[config.mk]
export PLATFORM = sky130hd
export DESIGN_NAME = uwl_port_ctrl
export DESIGN_NICKNAME = d
export VERILOG_FILES = /design/src/uwl_pkg.sv /design/src/uwl_hold_timer.sv /design/src/uwl_port_ctrl.sv
export VERILOG_INCLUDE_DIRS = /design/src /design/src/src
export SDC_FILE = /design/constraint.sdc
export NUM_CORES = 1
export LEC_CHECK = 0
export ABC_AREA = 0
export BUFFER_PORTS_ARGS = -buffer_cell sky130_fd_sc_hd__buf_2
export CORE_UTILIZATION = 55
export CTS_BUF_LIST = sky130_fd_sc_hd__clkbuf_4
export DETAILED_ROUTE_END_ITERATION = 8
export PLACE_DENSITY_LB_ADDON = 0.12
export SYNTH_ARGS = -nofsm -noshare
export SYNTH_HDL_FRONTEND = slang
export SYNTH_SLANG_ARGS = --single-unit
[constraint.sdc]
create_clock -name ref_clk -period 8.04 [get_ports ref_clk]
set_input_delay 2.01 -clock ref_clk [delete_from_list [all_inputs] [get_ports ref_clk]]
set_output_delay 2.01 -clock ref_clk [all_outputs]
set_load 0.005 [all_outputs]
[src/uwl_defs.svh]
/*
 * Constants for the USB port wake and load detect controller: mode codes,
 * timing figures and derived cycle counts.
 * Assumes a single 250 MHz reference clock and asynchronous pin inputs.
 */
// How it works
// - Recognised wake device holds 111/010 against 011
// - Change 110 to 011 is never held
// - Transient 111 is real, with output discharge
// - Limit select plays no part in holding
// - Data lines watched only in standard/charging modes
// - D- high is low-speed, D+ high full-speed
// - D+ dropping after connect marks high-speed
// - Full-speed needs 60 s awake before recognition
// - Return from auto-charger accepted any time
// - Load detector runs only in code 0011
// - Load indication low while load charges
// - Under 45 mA over 15 s: low limit, release
// - Low limit hit re-asserts load indication
// - Re-assert discharges output over 2 s
// - After discharge, output on with high limit
`ifndef UWL_DEFS_SVH
`define UWL_DEFS_SVH

// Mode line codes, read as line 1, line 2, line 3
`define UWL_MODE_CHARGE_B  3'h7
`define UWL_MODE_STD_A     3'h2
`define UWL_MODE_STD_A2    3'h6
`define UWL_MODE_AUTO      3'h3
// Four-bit setting, mode lines then limit select
`define UWL_SET_DEEP_SLEEP 4'h3

// Clock rate and millisecond tick
`define UWL_CLK_MHZ        250
`define UWL_MS_CYCLES      (`UWL_CLK_MHZ * 1000)

// Times in milliseconds
`define UWL_T_FS_QUAL_MS   16'hEA60
`define UWL_T_LOW_CUR_MS   16'h3A99
`define UWL_T_PW_DISCH_MS  16'h07D1
`define UWL_T_MODE_DISCH_MS 16'h0064

`endif

[src/uwl_pkg.sv]
/*
 * Types shared by the wake and load detect controller.
 * Assumes nothing beyond the constants header.
 */
package uwl_pkg;

    // Attached device class seen on the data lines
    typedef enum logic [2:0] {HID_NONE, HID_LS, HID_FS_PEND, HID_FS, HID_HS} uwl_hid_t;

    // Load detector state
    typedef enum logic [1:0] {PW_OFF, PW_CHARGE, PW_LOWLIM, PW_DISCH} uwl_pw_t;

endpackage : uwl_pkg

[src/uwl_hold_timer.sv]
/*
 * Millisecond hold timer: counts ticks while run is high, restarts at zero
 * whenever run drops. Assumes msTick is a one-cycle pulse on ref_clk.
 */
`timescale 1ns/1ps
module uwl_hold_timer
    import uwl_pkg::*;
(
    // Clock and reset
    input  wire logic        ref_clk,
    input  wire logic        rst,
    // Control
    input  wire logic        msTick,
    input  wire logic        run,
    input  wire logic [15:0] limit,
    // Status
    output logic             done
);

    // Elapsed milliseconds, saturates at limit
    logic [15:0] cnt_q;

    // Count while held, restart as soon as the condition breaks
    always_ff @(posedge ref_clk or posedge rst)
    begin
        if (rst)
            cnt_q <= 16'h0000;
        else if (!run)
            cnt_q <= 16'h0000;
        else if (msTick && cnt_q != limit)
            cnt_q <= cnt_q + 16'h0001;
    end

    // Done only while the condition still holds
    assign done = run && (cnt_q == limit);

    a_timer_restart:
    assert property (@(posedge ref_clk) disable iff (rst) !run |=> cnt_q == 16'h0000)
        else $error("hold timer did not restart");

endmodule : uwl_hold_timer

[src/uwl_port_ctrl.sv]
/*
 * USB port wake and load detect controller: classifies attached devices,
 * holds selected mode changes for wake devices, and runs the load detector
 * driving the open-drain load indication.
 * Assumes analog comparators for data lines and current, all asynchronous.
 */
`timescale 1ns/1ps
`include "uwl_defs.svh"
module uwl_port_ctrl
    import uwl_pkg::*;
#(
    parameter int MS_CYCLES = `UWL_MS_CYCLES
)
(
    // Clock and reset
    input  wire logic       ref_clk,
    input  wire logic       rst,
    // Mode pins from host system
    input  wire logic       modeLine1,
    input  wire logic       modeLine2,
    input  wire logic       modeLine3,
    input  wire logic       limitSelect,
    input  wire logic       sysAwake,
    // Data line comparators
    input  wire logic       dPlusHigh,
    input  wire logic       dMinusHigh,
    // Output current comparators
    input  wire logic       lowCurrent,
    input  wire logic       limitHit,
    // Applied mode and wake status
    output logic [2:0]      effMode,
    output logic            wakeHold,
    output logic            wakeCapable,
    // Power path control
    output logic            outDischarge,
    output logic            lowLimitOn,
    // Open-drain load indication
    output logic            loadIndO,
    output logic            loadIndOe
);

    // Two-stage synchroniser for all pin inputs
    logic [7:0] syncA_q;
    logic [7:0] syncB_q;
    always_ff @(posedge ref_clk or posedge rst)
    begin
        if (rst)
        begin
            // Preload the reset mode so no false 000 code follows release
            syncA_q <= {`UWL_MODE_STD_A, 5'h00};
            syncB_q <= {`UWL_MODE_STD_A, 5'h00};
        end
        else
        begin
            syncA_q <= {modeLine1, modeLine2, modeLine3, limitSelect,
                        sysAwake, dPlusHigh, dMinusHigh, lowCurrent};
            syncB_q <= syncA_q;
        end
    end

    // Unpacked synchronised inputs; limitHit is on-chip logic, no sync
    logic [2:0] modeRaw;        // Requested mode lines
    logic       limSel;         // Limit select
    logic       awake;          // System working
    logic       dPlus;          // D+ above threshold
    logic       dMinus;         // D- above threshold
    logic       lowCur;         // Load under low threshold
    assign {modeRaw, limSel, awake, dPlus, dMinus, lowCur} = syncB_q;

    // Standard or charging mode decode, used for watching only; the hold check compares 111 and 010 itself
    function automatic logic is_std_mode(input logic [2:0] m);
        is_std_mode = (m == `UWL_MODE_CHARGE_B) || (m == `UWL_MODE_STD_A)
                   || (m == `UWL_MODE_STD_A2);
    endfunction : is_std_mode

    // Millisecond tick divider
    logic [17:0] divCnt_q;
    logic        msTick;
    assign msTick = (divCnt_q == 18'(MS_CYCLES - 1));
    always_ff @(posedge ref_clk or posedge rst)
    begin
        if (rst)
            divCnt_q <= 18'h00000;
        else if (msTick)
            divCnt_q <= 18'h00000;
        else
            divCnt_q <= divCnt_q + 18'h00001;
    end

    // Device classification
    uwl_hid_t hid_q;            // Current class
    logic     watching;         // Data lines monitored
    logic     fsDone;           // Full-speed held long enough
    assign watching = is_std_mode(effMode);
    uwl_hold_timer u_fs_timer (
        .ref_clk (ref_clk),
        .rst     (rst),
        .msTick  (msTick),
        .run     (watching && awake && hid_q == HID_FS_PEND),
        .limit   (`UWL_T_FS_QUAL_MS),
        .done    (fsDone)
    );

    // Classification; frozen outside the watch window so it survives sleep
    always_ff @(posedge ref_clk or posedge rst)
    begin
        if (rst)
            hid_q <= HID_NONE;
        else if (watching)
        begin
            case (hid_q)
                HID_NONE:
                    if (dMinus)
                        hid_q <= HID_LS;
                    else if (dPlus)
                        hid_q <= HID_FS_PEND;
                HID_FS_PEND:
                    if (!dPlus)
                        hid_q <= HID_HS;
                    else if (fsDone)
                        hid_q <= HID_FS;
                HID_LS, HID_FS:
                    if (!dPlus && !dMinus)
                        hid_q <= HID_NONE;
                HID_HS:
                    // High-speed idles both low, so only a new D- connect leaves
                    if (dMinus)
                        hid_q <= HID_LS;
                default:
                    hid_q <= HID_NONE;
            endcase
        end
    end

    assign wakeCapable = (hid_q == HID_LS) || (hid_q == HID_FS);
    // Mode filter
    logic [2:0] effMode_q;      // Applied mode
    logic [2:0] effMode_d;
    logic       wakeHold_q;     // Override in force
    logic       holdReq;        // Change to be held

    // held transitions; 110 never held; limit select unused
    assign holdReq = wakeCapable && (modeRaw == `UWL_MODE_AUTO)
                  && ((effMode_q == `UWL_MODE_CHARGE_B) || (effMode_q == `UWL_MODE_STD_A));
    // any other request, including the return, applies at once
    assign effMode_d = holdReq ? effMode_q : modeRaw;

    always_ff @(posedge ref_clk or posedge rst)
    begin
        if (rst)
        begin
            effMode_q  <= `UWL_MODE_STD_A;
            wakeHold_q <= 1'b0;
        end
        else
        begin
            effMode_q  <= effMode_d;
            wakeHold_q <= holdReq;
        end
    end

    assign effMode  = effMode_q;
    assign wakeHold = wakeHold_q;
    // Load detector
    uwl_pw_t  pw_q;             // Detector state
    logic     pwActive;         // Deep-sleep setting selected
    logic     lowDone;          // Low current held long enough
    logic     modeDisch_q;      // Discharge from mode entry
    logic     dischDone;        // Discharge time elapsed
    logic     lowLim_q;         // Reduced limit engaged

    assign pwActive = ({effMode_q, limSel} == `UWL_SET_DEEP_SLEEP);
    // low-current qualification restarts when current rises
    uwl_hold_timer u_low_timer (
        .ref_clk (ref_clk),
        .rst     (rst),
        .msTick  (msTick),
        .run     (pw_q == PW_CHARGE && lowCur),
        .limit   (`UWL_T_LOW_CUR_MS),
        .done    (lowDone)
    );

    // One timer serves both discharge causes; the limit is picked by cause, 2001 ms for the detector, 100 ms for mode entry
    uwl_hold_timer u_disch_timer (
        .ref_clk (ref_clk),
        .rst     (rst),
        .msTick  (msTick),
        .run     (pw_q == PW_DISCH || modeDisch_q),
        .limit   (pw_q == PW_DISCH ? `UWL_T_PW_DISCH_MS : `UWL_T_MODE_DISCH_MS),
        .done    (dischDone)
    );

    // Detector sequence
    always_ff @(posedge ref_clk or posedge rst)
    begin
        if (rst)
            pw_q <= PW_OFF;
        else if (!pwActive)
            pw_q <= PW_OFF;
        else
        begin
            case (pw_q)
                PW_OFF:
                    pw_q <= PW_CHARGE;
                PW_CHARGE:
                    if (lowDone)
                        pw_q <= PW_LOWLIM;
                PW_LOWLIM:
                    if (limitHit)
                        pw_q <= PW_DISCH;
                PW_DISCH:
                    if (dischDone)
                        pw_q <= PW_CHARGE;
                default:
                    pw_q <= PW_OFF;
            endcase
        end
    end

    // entry into 111 discharges; a new entry wins over the end
    always_ff @(posedge ref_clk or posedge rst)
    begin
        if (rst)
            modeDisch_q <= 1'b0;
        else if (effMode_q != `UWL_MODE_CHARGE_B && effMode_d == `UWL_MODE_CHARGE_B)
            modeDisch_q <= 1'b1;
        else if (dischDone)
            modeDisch_q <= 1'b0;
    end

    // Reduced limit register
    always_ff @(posedge ref_clk or posedge rst)
    begin
        if (rst)
            lowLim_q <= 1'b0;
        else
            lowLim_q <= (pw_q == PW_LOWLIM);
    end
    assign outDischarge = modeDisch_q || (pw_q == PW_DISCH);
    assign lowLimitOn   = lowLim_q;
    // indication pulled low while charging or restarting
    assign loadIndO     = 1'b0;
    assign loadIndOe    = (pw_q == PW_CHARGE) || (pw_q == PW_DISCH);

    a_hold_wake:
    assert property (@(posedge ref_clk) disable iff (rst)
        wakeCapable && effMode_q == `UWL_MODE_STD_A && modeRaw == `UWL_MODE_AUTO
        |=> effMode_q == `UWL_MODE_STD_A && wakeHold)
        else $error("wake hold not applied");
    a_no_hold_110:
    assert property (@(posedge ref_clk) disable iff (rst)
        effMode_q == `UWL_MODE_STD_A2 && modeRaw == `UWL_MODE_AUTO
        |=> effMode_q == `UWL_MODE_AUTO)
        else $error("110 change was held");
    a_disch_on_111:
    assert property (@(posedge ref_clk) disable iff (rst)
        effMode_q != `UWL_MODE_CHARGE_B ##1 effMode_q == `UWL_MODE_CHARGE_B
        |-> outDischarge)
        else $error("no discharge on entry to 111");
    a_class_frozen:
    assert property (@(posedge ref_clk) disable iff (rst)
        !watching |=> $stable(hid_q))
        else $error("class changed outside watch modes");
    a_class_ls:
    assert property (@(posedge ref_clk) disable iff (rst)
        watching && hid_q == HID_NONE && dMinus |=> hid_q == HID_LS)
        else $error("low-speed not classified");
    a_class_hs:
    assert property (@(posedge ref_clk) disable iff (rst)
        watching && hid_q == HID_FS_PEND && !dPlus |=> hid_q == HID_HS && !wakeCapable)
        else $error("high-speed not marked");
    a_pw_gate:
    assert property (@(posedge ref_clk) disable iff (rst)
        !pwActive |=> pw_q == PW_OFF && !loadIndOe)
        else $error("load detector ran outside 0011");
    a_low_release:
    assert property (@(posedge ref_clk) disable iff (rst)
        pwActive && pw_q == PW_CHARGE && lowDone |=> !loadIndOe ##1 lowLimitOn)
        else $error("low limit or release missing");
    a_hit_reassert:
    assert property (@(posedge ref_clk) disable iff (rst)
        pwActive && pw_q == PW_LOWLIM && limitHit |=> loadIndOe && outDischarge)
        else $error("limit hit did not re-assert");
    a_disch_end:
    assert property (@(posedge ref_clk) disable iff (rst)
        pwActive && pw_q == PW_DISCH && dischDone |=> pw_q == PW_CHARGE && !lowLimitOn)
        else $error("output not back on high limit");

endmodule : uwl_port_ctrl

Word-level counts from Yosys, hierarchy flattened. Cells that the tools add are included. W data, S select, Z words.

Register bits: 93. Logic and storage cells: 96. Output and inout bits: 9.

Add/subtract/negate cells: 4. Mux-type cells: 23. Eq/ne operators: 31. Reduce and logical (&&, ||, !) cells: 26.

Operators with widths (number): $mux W16 (6); $add A16 B1 Y16 const B (3); $mux W3 (7); $add A18 B1 Y18 const B (1); $eq A18 B18 Y1 const B (1); $mux W18 (1); $ne A3 B3 Y1 const B (6); $eq A16 B11 Y1 (1); $eq A16 B14 Y1 const B (1); $eq A16 B16 Y1 const B (1); $ne A16 B11 Y1 (1); $ne A16 B14 Y1 const B (1); $ne A16 B16 Y1 const B (1); $logic_and A1 B1 Y1 (13); $eq A3 B2 Y1 const B (4); $eq A3 B3 Y1 const B (4); $pmux W3 S4 (1); $mux W11 (1); $ne A2 B2 Y1 const B (5); $mux W2 (4); $pmux W2 S4 (1); $logic_or A1 B1 Y1 (5); $reduce_and A5 Y1 (1); $eq A2 B2 Y1 const B (2); other kinds (10) (12).

Depth between registers and ports, before layout.
Depth in word-level cells: 9. Mapped depth: 8. Depth with buffers taken out: 7.

Hierarchy. A second synthesis with hierarchy kept.

Cell total of the unflattened synthesis: 514. Area, all modules: 5195.0 um^2.

By module, submodules not included: uwl_hold_timer (instances 3, cells an instance 116, seq. area each 400.4 um^2, area an instance 1073.5 um^2); uwl_port_ctrl (instances 1, cells an instance 166, seq. area each 1129.8 um^2, area an instance 1974.4 um^2).

Worst setup path before layout. No wires, ideal clock.

Path type: register to output. Start point: register pw_q[0]. End point: output port outDischarge. Arrival time: 1.066 ns. Setup slack: 4.964 ns. Cell stages (with the launch flop): 4. Buffers on the path: 0. Required time: 6.030 ns. Cells stage by stage: dfrtp_1 > ha_1 > nor2_1 > clkinv_1.

Cells in the longest elaborated chain, start to end: 2.

RTL lines: start: declaration (line uwl_port_ctrl.sv:165) `uwl_pw_t pw_q;`; start signal: assignment (line uwl_port_ctrl.sv:197) `pw_q <= PW_OFF;`; start signal: assignment (line uwl_port_ctrl.sv:199) `pw_q <= PW_OFF;`; start signal: assignment (line uwl_port_ctrl.sv:204) `pw_q <= PW_CHARGE;`; $eq A2 B2 Y1 (line uwl_port_ctrl.sv:239) `assign outDischarge = modeDisch_q || (pw_q == PW_DISCH);`; $logic_or A1 B1 Y1 (line uwl_port_ctrl.sv:239); end: declaration (line uwl_port_ctrl.sv:35) `output logic outDischarge,`.

Every way passes these cells.

Final worst setup path.
Start point: register pw_q[1]. End point: output port outDischarge.

The elaborated chain is that of the path after synthesis.

==> summary.md <==
| Metric | Value |
|---|---|
| Status | `finished, final reports clean` |
| Number of synthesis warnings | `0` |
| Final min period | `3.875 ns` |
| Least-Margin Pin Slew | `0.9359 ns` |
| Wire length per cell | `15.40 um` |
| Layout net count | `496` |
| Most used flip-flop cell after synthesis | `dfrtp_1` |
| Via density | `6.026` |
| Total power | `813.7 uW` |
| Clock root buffer | `clkbuf_4` |
| Initial antenna violation count | `0` |
| Clock Path Buffers | `2` |
| Syn Inst Count | `458` |
| Async S/R FF share, synth | `100.0%` |
| Number of synthesized flops with an enable pin | `0` |
| Cells on worst reg2reg path | `5` |
| Setup tns final | `0 ns` |
| Fin. max-slew vios | `0` |
| H-tree lvl count | `3` |
| Adder-Cell Fraction of Synth Area | `2.466%` |
| Setup crit start kind | `flop` |
| Worst-skew pair later-pin latency | `0.44 ns` |
| Die H | `93.13 um` |
| Crit path cell chain | `ha_1, nor2_1, buf_4, clkinv_1, buf_2` |
| Worst path slowest cell | `dfrtp_1` |
| CP peak stage delay | `0.44 ns` |
| Clk_skew | `0.01637 ns` |
| First-pass GRT wire length | `15.55 mm` |
| Peak supply drop | `128.5 uV` |
| Synth Area in XOR/XNOR | `5.945%` |
| Syn_area_per_cell | `9.971 um^2` |
| Vias in the first global route | `3,345` |
| Yosys cell types | `59` |
| Post-CTS setup buffer count | `0` |
| Total Routing Usage GR | `22.75%` |
| Area Overhead vs Synth | `7.233%` |
| Post-synthesis sequential area ratio | `51.04%` |
| Vias post-DR | `3,513` |
| Ant diodes | `0` |
| Layout cell share with drive strength beyond 1 | `11.02%` |
| Period utilization | `48.20%` |
| Max_cap viols | `0` |
| Clock Sink Count | `93` |
| Post-CTS sizing | `0` |
| CP Max Fanout | `14` |
| Post-synthesis mux area share | `0.9041%` |
| Final hold violations | `0` |
| CTS Buf Count | `9` |
| I/O pin cnt | `20` |
| Antenna-violating nets left | `0` |
| Kind of critical path | `flop to primary output` |
| Die X | `93.13 um` |
| Min-delay worst type | `flop to flop` |
| Rows | `32` |
| Post-Route Utilization | `62.09%` |
| Pwr Density | `166.2 mW/mm^2` |
| Mapped Area | `0.004567 mm^2` |
| Fin area | `0.004897 mm^2` |
| CP endpoint kind | `primary output` |
| Die area | `0.008672 mm^2` |
| CTS tree | `built` |
| Post-placement cell area | `0.004750 mm^2` |
| Final setup fails | `0` |
| Core box area | `0.007888 mm^2` |
| Rel. slew slack | `37.60%` |
| Setup WS post-layout | `4.165 ns` |
| WL final | `8.977 mm` |
| RSZ-0062 raised after global routing | `no` |
| Net Count, Synth | `478` |
| GP Congestion | `0.8207` |
| Port-buffer cells | `18` |
| Place WS | `4.672 ns` |
| Post-synthesis register bit count | `93` |
| Largest family of logic cells by synthesized area | `simple AND/OR/NAND/NOR gates` |
| DP HPWL | `6.131 mm` |
| Gr ovfl total | `0` |
| Hold Buf Count CTS | `0` |
| Largest net degree at the start of global routing | `77` |
| DR DRC count | `0` |
| Hold Path Depth | `0` |
| Starting Density | `57.90%` |
| Crit path required time | `6.03 ns` |
| Post-synthesis compound-gate area fraction | `11.89%` |
| Starting DRT DRC Count | `161` |
| P_leak | `0.001984 uW` |
| Max frequency | `0.2581 GHz` |
| CP Data Arrival Time | `1.87 ns` |
| 1st-pass router iterations | `5` |
| Clock-pin slew of the registers on the worst-case setup and hold paths | `0.16 ns` |
| Synth Area in Simple Gates | `24.99%` |
-- stage by stage --
stage / hold slack (ns) / std cells
after floorplan: 0.3312 / 458
after global placement: 0.3324 / 567
after detailed placement: 0.3347 / 567
after CTS: 0.3577 / 583
after global routing: 0.3650 / 583
final: 0.3586 / 583
-- state kept, by name, indices dropped and copies added (netlist names), 2 cells and up --
signal,count
hid_q,3
u_low_timer.cnt_q,16
u_disch_timer.cnt_q,16
pw_q,2
syncB_q,8
divCnt_q,18
u_fs_timer.cnt_q,16
effMode,3
syncA_q,8
-- worst paths after layout --
| check | start | endpoint | slack [ns] |
|---|---|---|---|
| worst min-delay path | syncA_q[0] | syncB_q[0] | 0.36 |
| worst min register to register | syncA_q[0] | syncB_q[0] | 0.36 |
| min in group asynchronous | rst | u_low_timer.cnt_q[6] | 1.47 |
| worst max-delay path | pw_q[1] | outDischarge | 4.16 |
| worst max register to register | divCnt_q[8] | u_low_timer.cnt_q[14] | 5.00 |
| max in group asynchronous | rst | modeDisch_q | 5.34 |
-- where the power goes --
group / internal (uW) / switching (uW)
clock: 98.6 / 166
sequential: 481 / 16.1
combinational: 22.4 / 29.7
-- synthesized netlist by cell type, drive strengths merged, types with 3 or more instances --
library cell,count,area (um^2)
a21oi,25,125.1
and2,3,18.77
and3,12,75.07
and4,5,43.79
buf,3,17.52
clkbuf,11,41.29
dfrtp,90,2252
dfstp,3,78.83
ha,9,112.6
inv,16,60.06
mux2i,3,30.03
nand2,37,141.4
nand2b,7,43.79
nand3,23,115.1
nand4,13,81.33
nor2,36,135.1
nor3,4,20.02
nor4,14,87.58
nor4b,6,58.80
nor4bb,3,30.03
o2111ai,3,26.28
o211ai,4,30.03
o21ai,22,110.1
o31ai,8,60.06
o41ai,3,26.28
or2,4,25.02
or3,19,118.9
or4,6,45.04
or4b,3,30.03
xnor2,20,175.2
xor2,11,96.34
-- critical path: cells and delay by family (launching register included) --
kind                     cells  cell delay (ns)
flip-flops                   1             0.44
adder cells (fa/ha/maj)      1             0.25
AND/OR/NAND/NOR              1             0.11
buffers and inverters        3             0.62
-- cells by family (layout without fill, tap and decap cells) --
group	count (synthesis)	after routing
AOI/OAI and AO/OA	85	85
xor gates and xnor gates	31	31
adders and majority gates	9	9
buffers and inverters	31	54
DFF	93	93
muxes	4	4
other	1	1
and+or+nand+nor	204	204
-- routing by layer --
metal  track usage [%]  up-vias  routed length (um)
li1                  -     1708                   -
met1             32.23     1718                4411
met2             34.74       69                4053
met3             3.171       18                 328
met4             10.38        0                 184
met5                 0        -                   0
-- cell type report --
cell class / count / area [um^2]
Fill cell: 668 / 2990
Sequential cell: 93 / 2331
Multi-Input combinational cell: 334 / 2113
Tap cell: 102 / 127.6
Timing Repair Buffer: 21 / 112.6
Clock inverter: 7 / 80.08
Clock buffer: 9 / 67.56
Inverter: 17 / 65.06
-- layout by cell type (no fill, tap or decap), types with 6 or more instances in the layout --
cell      instances
dfrtp_1          90
nand2_1          36
nor2_1           36
a21oi_1          25
nand3_1          23
o21ai_0          22
xnor2_1          20
or3_1            19
buf_2            18
inv_1            15
nor4_1           14
nand4_1          13
and3_1           12
xor2_1           11
ha_1              9
clkbuf_4          9
o31ai_1           8
nand2b_1          7
or4_1             6
(Power assumes the default switching activity.)
